`src/common/pmd_pkg.sv`:
```
// Constants shared by the module-disable block and its gating slice
package pmd_pkg;
    // Register byte offsets on the APB bus
    localparam logic [11:0] OFF_CTRL0  = 12'h000;
    localparam logic [11:0] OFF_CTRL1  = 12'h004;
    localparam logic [11:0] OFF_STATUS = 12'h008;

    // Implemented bits; everything else reads as zero
    localparam logic [7:0] CTRL0_MASK = 8'hE5;
    localparam logic [7:0] CTRL1_MASK = 8'h17;
    localparam logic [7:0] CTRL_RESET = 8'h00;

    // Field positions, first control register
    localparam int BIT_SYSCLK_GATE = 7;
    localparam int BIT_VREF        = 6;
    localparam int BIT_CLK_TUNING  = 5;
    localparam int BIT_MEMORY      = 2;
    localparam int BIT_PIN_CHANGE  = 0;

    // Field positions, second control register
    localparam int BIT_TIMER_FOUR = 4;
    localparam int BIT_TIMER_TWO  = 2;
    localparam int BIT_TIMER_ONE  = 1;
    localparam int BIT_TIMER_ZERO = 0;

    // Index of each controlled module on the gating vectors
    localparam int NUM_MODULES    = 8;
    localparam int IDX_PIN_CHANGE = 0;
    localparam int IDX_MEMORY     = 1;
    localparam int IDX_CLK_TUNING = 2;
    localparam int IDX_VREF       = 3;
    localparam int IDX_TIMER_ZERO = 4;
    localparam int IDX_TIMER_ONE  = 5;
    localparam int IDX_TIMER_TWO  = 6;
    localparam int IDX_TIMER_FOUR = 7;

    // Status register fields
    localparam int STAT_MEM_READY = 8;
    localparam int STAT_SYSCLK    = 9;

    // Timing: clock period, one instruction cycle, memory settle time
    localparam int CLK_PERIOD_PS    = 5000;
    localparam int INSTR_CYCLE_CLKS = 4;
    localparam int MEM_SETTLE_US    = 1;
    localparam int MEM_SETTLE_CYCLES =
        (MEM_SETTLE_US * 1000000 + CLK_PERIOD_PS - 1) / CLK_PERIOD_PS;
endpackage : pmd_pkg

```
`src/common/module_gate_if.sv`:
```
// Per-module gating signals between the register block and the gate slice
interface module_gate_if #(parameter int N = 8);
    logic [N-1:0]   off;
    logic [N-1:0]   clk_en;
    logic [N-1:0]   reset_hold;
    logic [N-1:0]   wr_req;
    logic [N-1:0]   wr_allow;
    logic [N*8-1:0] rd_raw;
    logic [N*8-1:0] rd_safe;

    // Register block side
    modport ctrl (output off, output wr_req, output rd_raw,
                  input clk_en, input reset_hold, input wr_allow,
                  input rd_safe);
    // Gate slice side
    modport gate (input off, input wr_req, input rd_raw,
                  output clk_en, output reset_hold, output wr_allow,
                  output rd_safe);
endinterface : module_gate_if

```
`src/module_gate.sv`:
```
// Per-module clock gate, reset hold, write block and read zeroing
module module_gate #(
    parameter int N       = pmd_pkg::NUM_MODULES,
    parameter int RELEASE = pmd_pkg::INSTR_CYCLE_CLKS
) (
    input wire logic    pclk,
    input wire logic    presetn,
    module_gate_if.gate g
);
    localparam int CW = $clog2(RELEASE + 1);
    localparam logic [CW-1:0] REL_LOAD = CW'(RELEASE);

    // Refused at elaboration: no window or no module leaves nothing to gate
    if (RELEASE < 1 || N < 1)
    begin : g_bad_params
        $error("module_gate: RELEASE and N must be at least one");
    end

    genvar i;
    generate
        for (i = 0; i < N; i++)
        begin : g_mod
            logic [CW-1:0] hold_cnt;
            logic          held;

            // Reset stays on one instruction cycle past the clear
            always_ff @(posedge pclk or negedge presetn)
            begin
                if (!presetn)
                    hold_cnt <= '0;
                else if (g.off[i])
                    hold_cnt <= REL_LOAD;
                else if (hold_cnt != '0)
                    hold_cnt <= hold_cnt - CW'(1);
            end

            // Clock runs again at once so the reset can take hold
            assign held            = g.off[i] || (hold_cnt != '0);
            assign g.reset_hold[i] = held;
            assign g.clk_en[i]     = !g.off[i];
            assign g.wr_allow[i]   = g.wr_req[i] && !held;

            // Read data is zero while held, registered for timing
            always_ff @(posedge pclk or negedge presetn)
            begin
                if (!presetn)
                    g.rd_safe[i*8 +: 8] <= 8'h00;
                else
                    g.rd_safe[i*8 +: 8] <= held ? 8'h00 : g.rd_raw[i*8 +: 8];
            end

        end
    endgenerate
endmodule : module_gate

```
`src/module_disable.sv`:
```
// Peripheral module disable: APB registers and per-module gating
module module_disable #(
    parameter int RELEASE_CYCLES = pmd_pkg::INSTR_CYCLE_CLKS,
    parameter int SETTLE_CYCLES  = pmd_pkg::MEM_SETTLE_CYCLES
) (
    input  wire logic        pclk,
    input  wire logic        presetn,
    input  wire logic        psel,
    input  wire logic        penable,
    input  wire logic        pwrite,
    input  wire logic [11:0] paddr,
    input  wire logic [31:0] pwdata,
    input  wire logic [3:0]  pstrb,
    output logic             pready,
    output logic [31:0]      prdata,
    output logic             pslverr,
    output logic [7:0]       periph_clk_en,
    output logic [7:0]       periph_reset_hold,
    output logic [7:0]       periph_active,
    output logic [7:0]       pin_select_off,
    input  wire logic [7:0]  sfr_wr_req,
    output logic [7:0]       sfr_wr_allow,
    input  wire logic [63:0] sfr_rd_raw,
    output logic [63:0]      sfr_rd_data,
    output logic             periph_sysclk_gate,
    output logic             vref_off,
    output logic             clock_tuning_off,
    output logic             memory_access_off,
    output logic             pin_change_irq_off,
    output logic             timer_four_off,
    output logic             timer_two_off,
    output logic             timer_one_off,
    output logic             timer_zero_off,
    output logic             mem_user_access_en,
    output logic             mem_ctrl_wr_lock,
    output logic             mem_indirect_zero,
    output logic             mem_data_ready
);
    localparam int N  = pmd_pkg::NUM_MODULES;
    localparam int SW = $clog2(SETTLE_CYCLES + 1);
    localparam logic [SW-1:0] SETTLE_LOAD = SW'(SETTLE_CYCLES);

    // Refused at elaboration: a zero count would make the counters useless
    if (SETTLE_CYCLES < 1 || RELEASE_CYCLES < 1)
    begin : g_bad_params
        $error("module_disable: cycle counts must be at least one");
    end

    // Disable registers, only implemented bits are ever stored
    logic [7:0]    ctrl0;
    logic [7:0]    ctrl1;
    logic [7:0]    next_ctrl0;
    logic [7:0]    next_ctrl1;
    logic [SW-1:0] settle_cnt;
    logic [31:0]   rd_mux;
    logic [31:0]   status_word;
    logic          rd_q;
    logic          err_q;

    module_gate_if #(.N(N)) gi ();

    module_gate #(
        .N       (N),
        .RELEASE (RELEASE_CYCLES)
    ) u_gate (
        .pclk    (pclk),
        .presetn (presetn),
        .g       (gi)
    );

    // Bus decode
    wire setup_ph  = psel && !penable;
    wire access_ph = psel && penable;
    wire hit_ctrl0 = (paddr == pmd_pkg::OFF_CTRL0);
    wire hit_ctrl1 = (paddr == pmd_pkg::OFF_CTRL1);
    wire hit_stat  = (paddr == pmd_pkg::OFF_STATUS);
    wire hit_any   = hit_ctrl0 || hit_ctrl1 || hit_stat;
    wire bad_acc   = !hit_any || (pwrite && hit_stat);
    wire wr_lane0  = access_ph && pwrite && pstrb[0];
    wire wr_ctrl0  = wr_lane0 && hit_ctrl0;
    wire wr_ctrl1  = wr_lane0 && hit_ctrl1;

    // Masking on write keeps unimplemented bits at zero
    assign next_ctrl0 = wr_ctrl0 ? (pwdata[7:0] & pmd_pkg::CTRL0_MASK)
                                 : ctrl0;
    assign next_ctrl1 = wr_ctrl1 ? (pwdata[7:0] & pmd_pkg::CTRL1_MASK)
                                 : ctrl1;

    // Control registers: all modules on after any reset
    always_ff @(posedge pclk or negedge presetn)
    begin
        if (!presetn)
        begin
            ctrl0 <= pmd_pkg::CTRL_RESET;
            ctrl1 <= pmd_pkg::CTRL_RESET;
        end
        else
        begin
            ctrl0 <= next_ctrl0;
            ctrl1 <= next_ctrl1;
        end
    end

    // Field breakout, one named wire per disable bit
    assign periph_sysclk_gate = ctrl0[pmd_pkg::BIT_SYSCLK_GATE];
    assign vref_off           = ctrl0[pmd_pkg::BIT_VREF];
    assign clock_tuning_off   = ctrl0[pmd_pkg::BIT_CLK_TUNING];
    assign memory_access_off  = ctrl0[pmd_pkg::BIT_MEMORY];
    assign pin_change_irq_off = ctrl0[pmd_pkg::BIT_PIN_CHANGE];
    assign timer_four_off     = ctrl1[pmd_pkg::BIT_TIMER_FOUR];
    assign timer_two_off      = ctrl1[pmd_pkg::BIT_TIMER_TWO];
    assign timer_one_off      = ctrl1[pmd_pkg::BIT_TIMER_ONE];
    assign timer_zero_off     = ctrl1[pmd_pkg::BIT_TIMER_ZERO];

    // Module order on the gating vectors
    assign gi.off[pmd_pkg::IDX_PIN_CHANGE] = pin_change_irq_off;
    assign gi.off[pmd_pkg::IDX_MEMORY]     = memory_access_off;
    assign gi.off[pmd_pkg::IDX_CLK_TUNING] = clock_tuning_off;
    assign gi.off[pmd_pkg::IDX_VREF]       = vref_off;
    assign gi.off[pmd_pkg::IDX_TIMER_ZERO] = timer_zero_off;
    assign gi.off[pmd_pkg::IDX_TIMER_ONE]  = timer_one_off;
    assign gi.off[pmd_pkg::IDX_TIMER_TWO]  = timer_two_off;
    assign gi.off[pmd_pkg::IDX_TIMER_FOUR] = timer_four_off;

    // Module-facing outputs come from the gate slice, except pin_select_off, which is the disable vector itself
    assign gi.wr_req          = sfr_wr_req;
    assign gi.rd_raw          = sfr_rd_raw;
    assign periph_clk_en      = gi.clk_en;
    assign periph_reset_hold  = gi.reset_hold;
    assign periph_active      = ~gi.reset_hold;
    assign sfr_wr_allow       = gi.wr_allow;
    assign sfr_rd_data        = gi.rd_safe;
    assign pin_select_off     = gi.off;

    // Memory guard: user access needs the module out of reset
    assign mem_user_access_en =
        !gi.reset_hold[pmd_pkg::IDX_MEMORY];
    assign mem_ctrl_wr_lock   = memory_access_off;
    assign mem_indirect_zero  = memory_access_off;

    // Settle timer after memory re-enable; a hint to software, not a lock
    always_ff @(posedge pclk or negedge presetn)
    begin
        if (!presetn)
            settle_cnt <= '0;
        else if (memory_access_off)
            settle_cnt <= SETTLE_LOAD;
        else if (settle_cnt != '0)
            settle_cnt <= settle_cnt - SW'(1);
    end

    assign mem_data_ready = !memory_access_off && (settle_cnt == '0);

    // Status word shows the block's own live state
    assign status_word = {22'h00_0000,
                          periph_sysclk_gate,
                          mem_data_ready,
                          periph_active};

    // Read selection; bits above the implemented ones read as zero
    assign rd_mux = hit_ctrl0 ? {24'h00_0000, ctrl0} :
                    hit_ctrl1 ? {24'h00_0000, ctrl1} :
                    hit_stat  ? status_word : 32'h0000_0000;

    // Read data is captured in setup so the access phase never waits
    always_ff @(posedge pclk or negedge presetn)
    begin
        if (!presetn)
        begin
            prdata <= 32'h0000_0000;
            rd_q   <= 1'b0;
            err_q  <= 1'b0;
        end
        else if (setup_ph)
        begin
            prdata <= pwrite ? 32'h0000_0000 : rd_mux;
            rd_q   <= !pwrite;
            err_q  <= bad_acc;
        end
    end

    // Zero wait state: every access completes in its first access cycle
    assign pready  = 1'b1;
    assign pslverr = access_ph && err_q;
endmodule : module_disable

```
`config.mk`:
```
export PLATFORM = sky130hd
export DESIGN_NAME = module_disable
export DESIGN_NICKNAME = d
export VERILOG_FILES = /design/src/common/pmd_pkg.sv /design/src/common/module_gate_if.sv /design/src/module_gate.sv /design/src/module_disable.sv
export SDC_FILE = /design/constraint.sdc
export NUM_CORES = 1
export LEC_CHECK = 0
export ABC_AREA = 0
export BUFFER_PORTS_ARGS = -buffer_cell sky130_fd_sc_hd__buf_4
export CELL_PAD_IN_SITES_DETAIL_PLACEMENT = 1
export CELL_PAD_IN_SITES_GLOBAL_PLACEMENT = 2
export CORE_MARGIN = 3
export CORE_UTILIZATION = 24
export CTS_CLUSTER_DIAMETER = 30
export CTS_CLUSTER_SIZE = 24
export DETAILED_ROUTE_END_ITERATION = 8
export PLACE_DENSITY_LB_ADDON = 0.1
export RECOVER_POWER = 25
export SLEW_MARGIN = 20
export SYNTH_ARGS = -nofsm -noshare
export SYNTH_HDL_FRONTEND = slang
export SYNTH_SLANG_ARGS = --single-unit
```
`constraint.sdc`:
```
create_clock -name pclk -period 1.7 [get_ports pclk]
set_clock_uncertainty 0.05 [all_clocks]
set_input_delay 0.17 -clock pclk [delete_from_list [all_inputs] [get_ports pclk]]
set_output_delay 0.17 -clock pclk [all_outputs]
set_load 0.005 [all_outputs]
```
# After elaboration in Yosys (flattened, before gate mapping)
# Index checks and enable logic that the tools add are counted.
# Widths: inputs -> output; s select.
[totals]
reg_bits = 138
input_bits = 125
[classes]
addsub = 9
n_eq_ne = 2
mux = 30
bitwise = 1
reduce_logical = 66
[ops]
columns = ["cell", "count"]
rows = [
  ["$mux 8", 10],
  ["$mux 3", 16],
  ["$mux 10", 4],
  ["$reduce_bool 3->1", 8],
  ["$sub 3x1->3 const B", 8],
  ["$logic_not 1->1", 18],
  ["$reduce_bool 2->1", 9],
  ["$logic_and 1x1->1", 17],
  ["$eq 12x3->1 const B", 1],
  ["$eq 12x4->1 const B", 1],
  ["$logic_not 12->1", 1],
  ["$logic_or 1x1->1", 11],
  ["$logic_not 8->1", 1],
  ["$not 8->8", 1],
  ["$reduce_bool 8->1", 1],
  ["$sub 8x1->8 const B", 1],
]

# Depth between registers and ports, before layout
[logic_depth]
ltp_word = 7
mapped_depth = 6
ltp_nobuf = 5

# By module
# Synthesis repeated with hierarchy kept, for this count alone.
[hier_totals]
hier_cells = 470
area_unflattened_um2 = 5376.4
[modules_own_cells]
columns = ["mod", "instances", "cells_each", "area_each_um2", "seq_area_each_um2"]
rows = [
  ["module_gate", 1, 296, 3717.3, 2202.1],
  ["module_disable", 1, 174, 1659.1, 700.7],
]

# Least setup slack after synthesis
# OpenSTA, ideal clock, no wires.
[synth_timing]
kind = "reg2reg"
from = "reg settle_cnt[0]"
to = "reg prdata[8]"
setup_time_ns = 0.110
arrival_ns = 1.570
required_time_ns = 1.540
setup_slack_ns = -0.030
stages_incl_launch_ff = 6
n_path_buf = 0
synth_period_minus_slack_ns = 1.730
cell_sequence = "dfrtp_1 inv_1 ha_1 nor4b_1 nand2_1 o41ai_1"
[synth_between]
elab_chain_cells = 6
[synth_rtl]
columns = ["element", "line_no", "rtl"]
rows = [
  ["from (decl)", "module_disable.sv:54", "logic [SW-1:0] settle_cnt;"],
  ["from (signal assigned)", "module_disable.sv:149", "settle_cnt <= settle_cnt - SW'(1);"],
  ["$logic_not 8->1", "module_disable.sv:152", "assign mem_data_ready = !memory_access_off && (settle_cnt == '0);"],
  ["$logic_and 1x1->1", "module_disable.sv:152", ""],
  ["$mux 10", "module_disable.sv:163", "hit_stat ? status_word : 32'h0000_0000;"],
  ["$mux 10", "module_disable.sv:162", "hit_ctrl1 ? {24'h00_0000, ctrl1} :"],
  ["$mux 10", "module_disable.sv:161", "assign rd_mux = hit_ctrl0 ? {24'h00_0000, ctrl0} :"],
  ["$mux 10", "module_disable.sv:176", "prdata <= pwrite ? 32'h0000_0000 : rd_mux;"],
  ["to (signal assigned)", "module_disable.sv:176", ""],
  ["to (decl)", "module_disable.sv:15", "output logic [31:0] prdata,"],
]
# Every way passes these cells.
# A chain may end at the register's enable or synchronous reset.

# Final worst setup path
[layout_timing]
from = "reg u_gate.g_mod[5].hold_cnt[0]"
to = "out sfr_wr_allow[5]"
[layout_between]
elab_chain_cells = 4
[layout_rtl]
columns = ["element", "line_no", "rtl"]
rows = [
  ["from (decl)", "module_gate.sv:23", "logic [CW-1:0] hold_cnt;"],
  ["from (signal assigned)", "module_gate.sv:34", "hold_cnt <= hold_cnt - CW'(1);"],
  ["$reduce_bool 3->1", "module_gate.sv:38", "assign held = g.off[i] || (hold_cnt != '0);"],
  ["$logic_or 1x1->1", "module_gate.sv:38", ""],
  ["$logic_not 1->1", "module_gate.sv:41", "assign g.wr_allow[i] = g.wr_req[i] && !held;"],
  ["$logic_and 1x1->1", "module_gate.sv:41", ""],
  ["to (decl)", "module_disable.sv:22", "output logic [7:0] sfr_wr_allow,"],
]
# Every way passes these cells.

==> Flow_metrics.wiki <==
{| class="wikitable"
! Metric !! Value
|-
| Result of the run || complete, but fails checks
|-
| Failing checks || negative setup slack
|-
| Total instance count after detailed placement || just under 1000
|-
| Placement row count || 53
|-
| Worst Setup Slack, final || -0.174 ns
|-
| Min-Delay Startpoint || penable
|-
| Instance area after placement || 7290 um^2
|-
| Switching power share of the total || 31.2%
|-
| Register-to-register setup slack || -0.04 ns
|-
| Post-route DRC violation count || 0
|-
| Routability cong. || 0.717
|-
| R2R Path Start || settle_cnt[2]
|-
| Worst-case clock buffer depth || 2
|-
| Arrival time at the worst endpoint || 1.65 ns
|-
| CTS Sinks || roughly 120
|-
| Vias per inst || around 4.2
|-
| CTS clk-pin slew, worst paths || 0.06 ns
|-
| Post-Synth Simple-Gate Area || 18.5%
|-
| Final wirelength || 17600 um
|-
| Tot GR Track Use || approximately 15%
|-
| Slowest stage cell on the critical path || dfrtp_1
|-
| Number of top-level pins || approximately 280
|-
| Number of library cell types mapped by synthesis || 44
|-
| Sink of the worst hold path || prdata[1]
|-
| Synth-to-Final Area Change || 83.8%
|-
| Synthesis Warnings || 0
|-
| Die Height || about 150 um
|-
| Top flip-flop cell by instance count after synthesis || dfrtp_1
|-
| Fraction of layout cells with a size suffix above 1 || 51.0%
|-
| P_int || about 0.0095 W
|-
| Number of antenna-violating nets in the routed design || 0
|-
| Dominant cell type by count on the critical path || buf_6
|-
| Highest achievable clock rate || 533 MHz
|-
| Initial antenna violation count || 0
|-
| Fraction of power consumed by combinational cells || between 40% and 50%
|-
| Cell leakage power || 4.82 nW
|-
| Die extent in x || 153 um
|-
| Fin Setup TNS || -2.12 ns
|-
| Total net switching power || 0.00431 W
|-
| Overall power after layout || about 0.014 W
|-
| Clock latency of the later-clocked register in the worst-skew pair || 0.41 ns
|-
| Setup-violating endpoint count in the final report || 24
|-
| RSZ-0062 raised after global routing || true
|-
| Port buffer count || about 220
|-
| Worst IR drop on VDD || 655 uV
|-
| Area occupied by multi-input gates || 2160 um^2
|-
| Async SR Flop Fraction || 100%
|-
| Startpoint types || flip-flop
|-
| Setup CP Type || flip-flop to output port
|-
| Max Transition Viols Final || 0
|-
| Filler-free cell count of the finished design || 1151
|-
| H-tree depth || 4
|-
| Clk network pwr share || between 20% and 30%
|-
| Wire length of the first global-routing pass || about 28000 um
|-
| Top cells by instance count after synthesis || dfrtp_1, and2_1, inv_1
|-
| Sequential fraction of the synthesis area || 55.7%
|-
| Number of global-route vias before repair || 5483
|-
| Number of flops mapped to enable cells by yosys || 0
|-
| Reg-to-Reg End || settle_cnt[6]
|-
| Nets || 1006
|-
| Starting DRT DRC Count || 94
|-
| Antenna diode count || 0
|-
| Gate count after technology mapping || 470
|-
| Final min period || 1.87 ns
|-
| Portion of total power attributed to sequential cells || 29.3%
|-
| Number of CTS-inserted buffers || 17
|-
| Min-Delay Path Depth || 4
|-
| Most frequent cell after synthesis || dfrtp_1
|-
| Final cell area excluding filler cells || ~9600 um^2
|-
| Maximum fanout along the worst path || 6
|-
| Die Outline Area || 23500 um^2
|-
| Post-synthesis share of cell area spent on full adders, half adders and majority gates || 4.08%
|-
| Worst-case reg-to-reg path depth || 3
|-
| Final-layout fill cell count || 2300
|-
| Complex-gate fraction of the synthesized area || 7.22%
|-
| Power Density || 1440 nW/um^2
|-
| Total half-perimeter wirelength after legalization and detailed placement || 11900 um
|-
| Critical Path Max Stage Delay || between 0.3 and 0.4 ns
|-
| CP top delay family || flip-flops
|-
| Area leader, netlist || dfrtp_1
|-
| Total global routing overflow || 0
|-
| Core occupancy in the finished layout || between 40% and 50%
|-
| Final period utilization || 110%
|-
| Clock root buffer master || clkbuf_16
|-
| Headroom to the max-slew limit || 39.7%
|-
| Share of the synthesized netlist area taken by xor and xnor gates || under 10%
|-
| Main combinational cell family by area after synthesis || simple AND/OR/NAND/NOR gates
|-
| Worst Tran Pin Value || 0.905 ns
|-
| Min-Delay Path Class || input pin to flip-flop
|-
| Via count || 4794
|-
| Floorplan core area || 21200 um^2
|-
| Worst setup EP type || output port
|-
| Syn avg cell area || 11.1 um^2
|-
| Netlist area before placement || 5210 um^2
|-
| Cells along the critical path || inv_2 -> ha_4 -> nor3b_4 -> buf_6 -> and2_4 -> buf_6
|-
| Yosys top cell area share || 55.7%
|-
| Pin count of the biggest net entering global routing || 48
|-
| TritonCTS clock tree || done
|-
| Number of max-cap violations || 0
|-
| Detailed-route wire length per cell || 15.3 um
|-
| Detailed Routing Iterations Pass 1 || 4
|-
| Buf/Inv on CP || 3
|-
| Data required time of the critical path || between 1 and 1.5 ns
|-
| Top cells by area, synth || dfrtp_1, and2_1, buf_4
|-
| Register cell area after layout || a little under 3000 um^2
|-
| Count of endpoints failing hold in the final timing report || 0
|-
| Share of cell area taken by muxes after synthesis || 2.71%
|-
| Flops & latches, synth || between 100 and 150
|-
| Initial Util || 24.6%
|}
-- power groups by stage --
stage	sequential (W)	clock, W	combinational (W)
floorplan	0.00395	0	0.00204
global placement	0.00394	0	0.00376
detailed placement	0.00398	0	0.00391
CTS	0.00401	0.00366	0.00561
global route	0.00414	0.00381	0.00686
finish	0.00405	0.00356	0.00619
-- placed cells by master (no fill, tap or decap), drive strengths merged, types with 9 or more instances in the layout --
cell	netlist	final
nor2	24	24
nand2	13	13
o21ai	9	9
buf	44	336
and2	73	73
ha	17	17
dfrtp	116	116
a211oi	11	11
conb	2	23
mux2	9	9
nor3b	9	9
dlygate4sd3	0	72
inv	46	48
clkbuf	11	20
o31ai	12	12
a21oi	11	11
-- sequential cells by signal, indices dropped and copies added (netlist names) --
name,count
u_gate.g.rd_safe,64
u_gate.g_mod.hold_cnt,24
prdata,10
settle_cnt,8
ctrl0,5
ctrl1,4
err_q,1
-- logic make-up (layout without fill, tap and decap cells) --
| family | count (synthesis) | in the layout |
|---|---|---|
| AOI/OAI and AO/OA | 55 | 55 |
| xor gates and xnor gates | 8 | 8 |
| and+or+nand+nor | 158 | 158 |
| buffers and inverters | 101 | 486 |
| adders and majority gates | 17 | 17 |
| DFF | 116 | 116 |
| other | 2 | 23 |
| muxes | 13 | 13 |
-- per-layer routing --
metal	vias to the layer above	GRT usage, %	share of wire (%)	wire length, um
met4	0	3.53	1.0	177
met3	17	5.15	6.8	1190
met5	-	0	0	0
met2	152	26.9	53	9260
met1	2357	17.1	40	6950
li1	2268	-	-	-
-- through the flow --
stage,setup slack [ns],hold slack (ns)
3_3_place_gp,-0.128,0.0443
6_report,-0.174,0.102
2_1_floorplan,0.00792,-0.176
4_1_cts,-0.180,0.0921
5_1_grt,-0.260,0.136
3_5_place_dp,-0.150,0.0437
-- worst max path at each step --
stage | startpoint | to | cells after the start | slack [ns]
2_1_floorplan | settle_cnt[0] | settle_cnt[6] | 5 | 0.008
3_3_place_gp | paddr[7] | ctrl0[5] | 5 | -0.13
3_5_place_dp | paddr[7] | ctrl0[2] | 5 | -0.15
4_1_cts | u_gate.g_mod[0].hold_cnt[1] | sfr_wr_allow[0] | 6 | -0.18
5_1_grt | u_gate.g_mod[4].hold_cnt[0] | sfr_wr_allow[4] | 6 | -0.26
6_report | u_gate.g_mod[5].hold_cnt[0] | sfr_wr_allow[5] | 6 | -0.17
-- layout make-up --
cell class / instances / share of cell area [%]
clock buffers: 19 / 4.73
clock inverters: 12 / 1.36
inverters: 46 / 1.88
multi-input cells: 274 / 22.5
flip-flops and latches: 116 / 30.3
well taps: 275 / 3.59
repair buffers: 409 / 35.6
-- tightest hold or removal path, stage by stage --
cell and delay, ns:
buf_4 0.11, nor2b_1 0.09, nor2_1 0.10, a211oi_1 0.05
-- what timing repair did --
item	in CTS	in global routing
pin swaps	18	9
gates cloned	0	0
endpoints found under the hold margin	189	0
setup buffers	51	23
endpoints found under the setup margin	32	31
hold buffers	72	0
resized for setup	101	22
No activity file was read; power rests on OpenSTA's default activity.
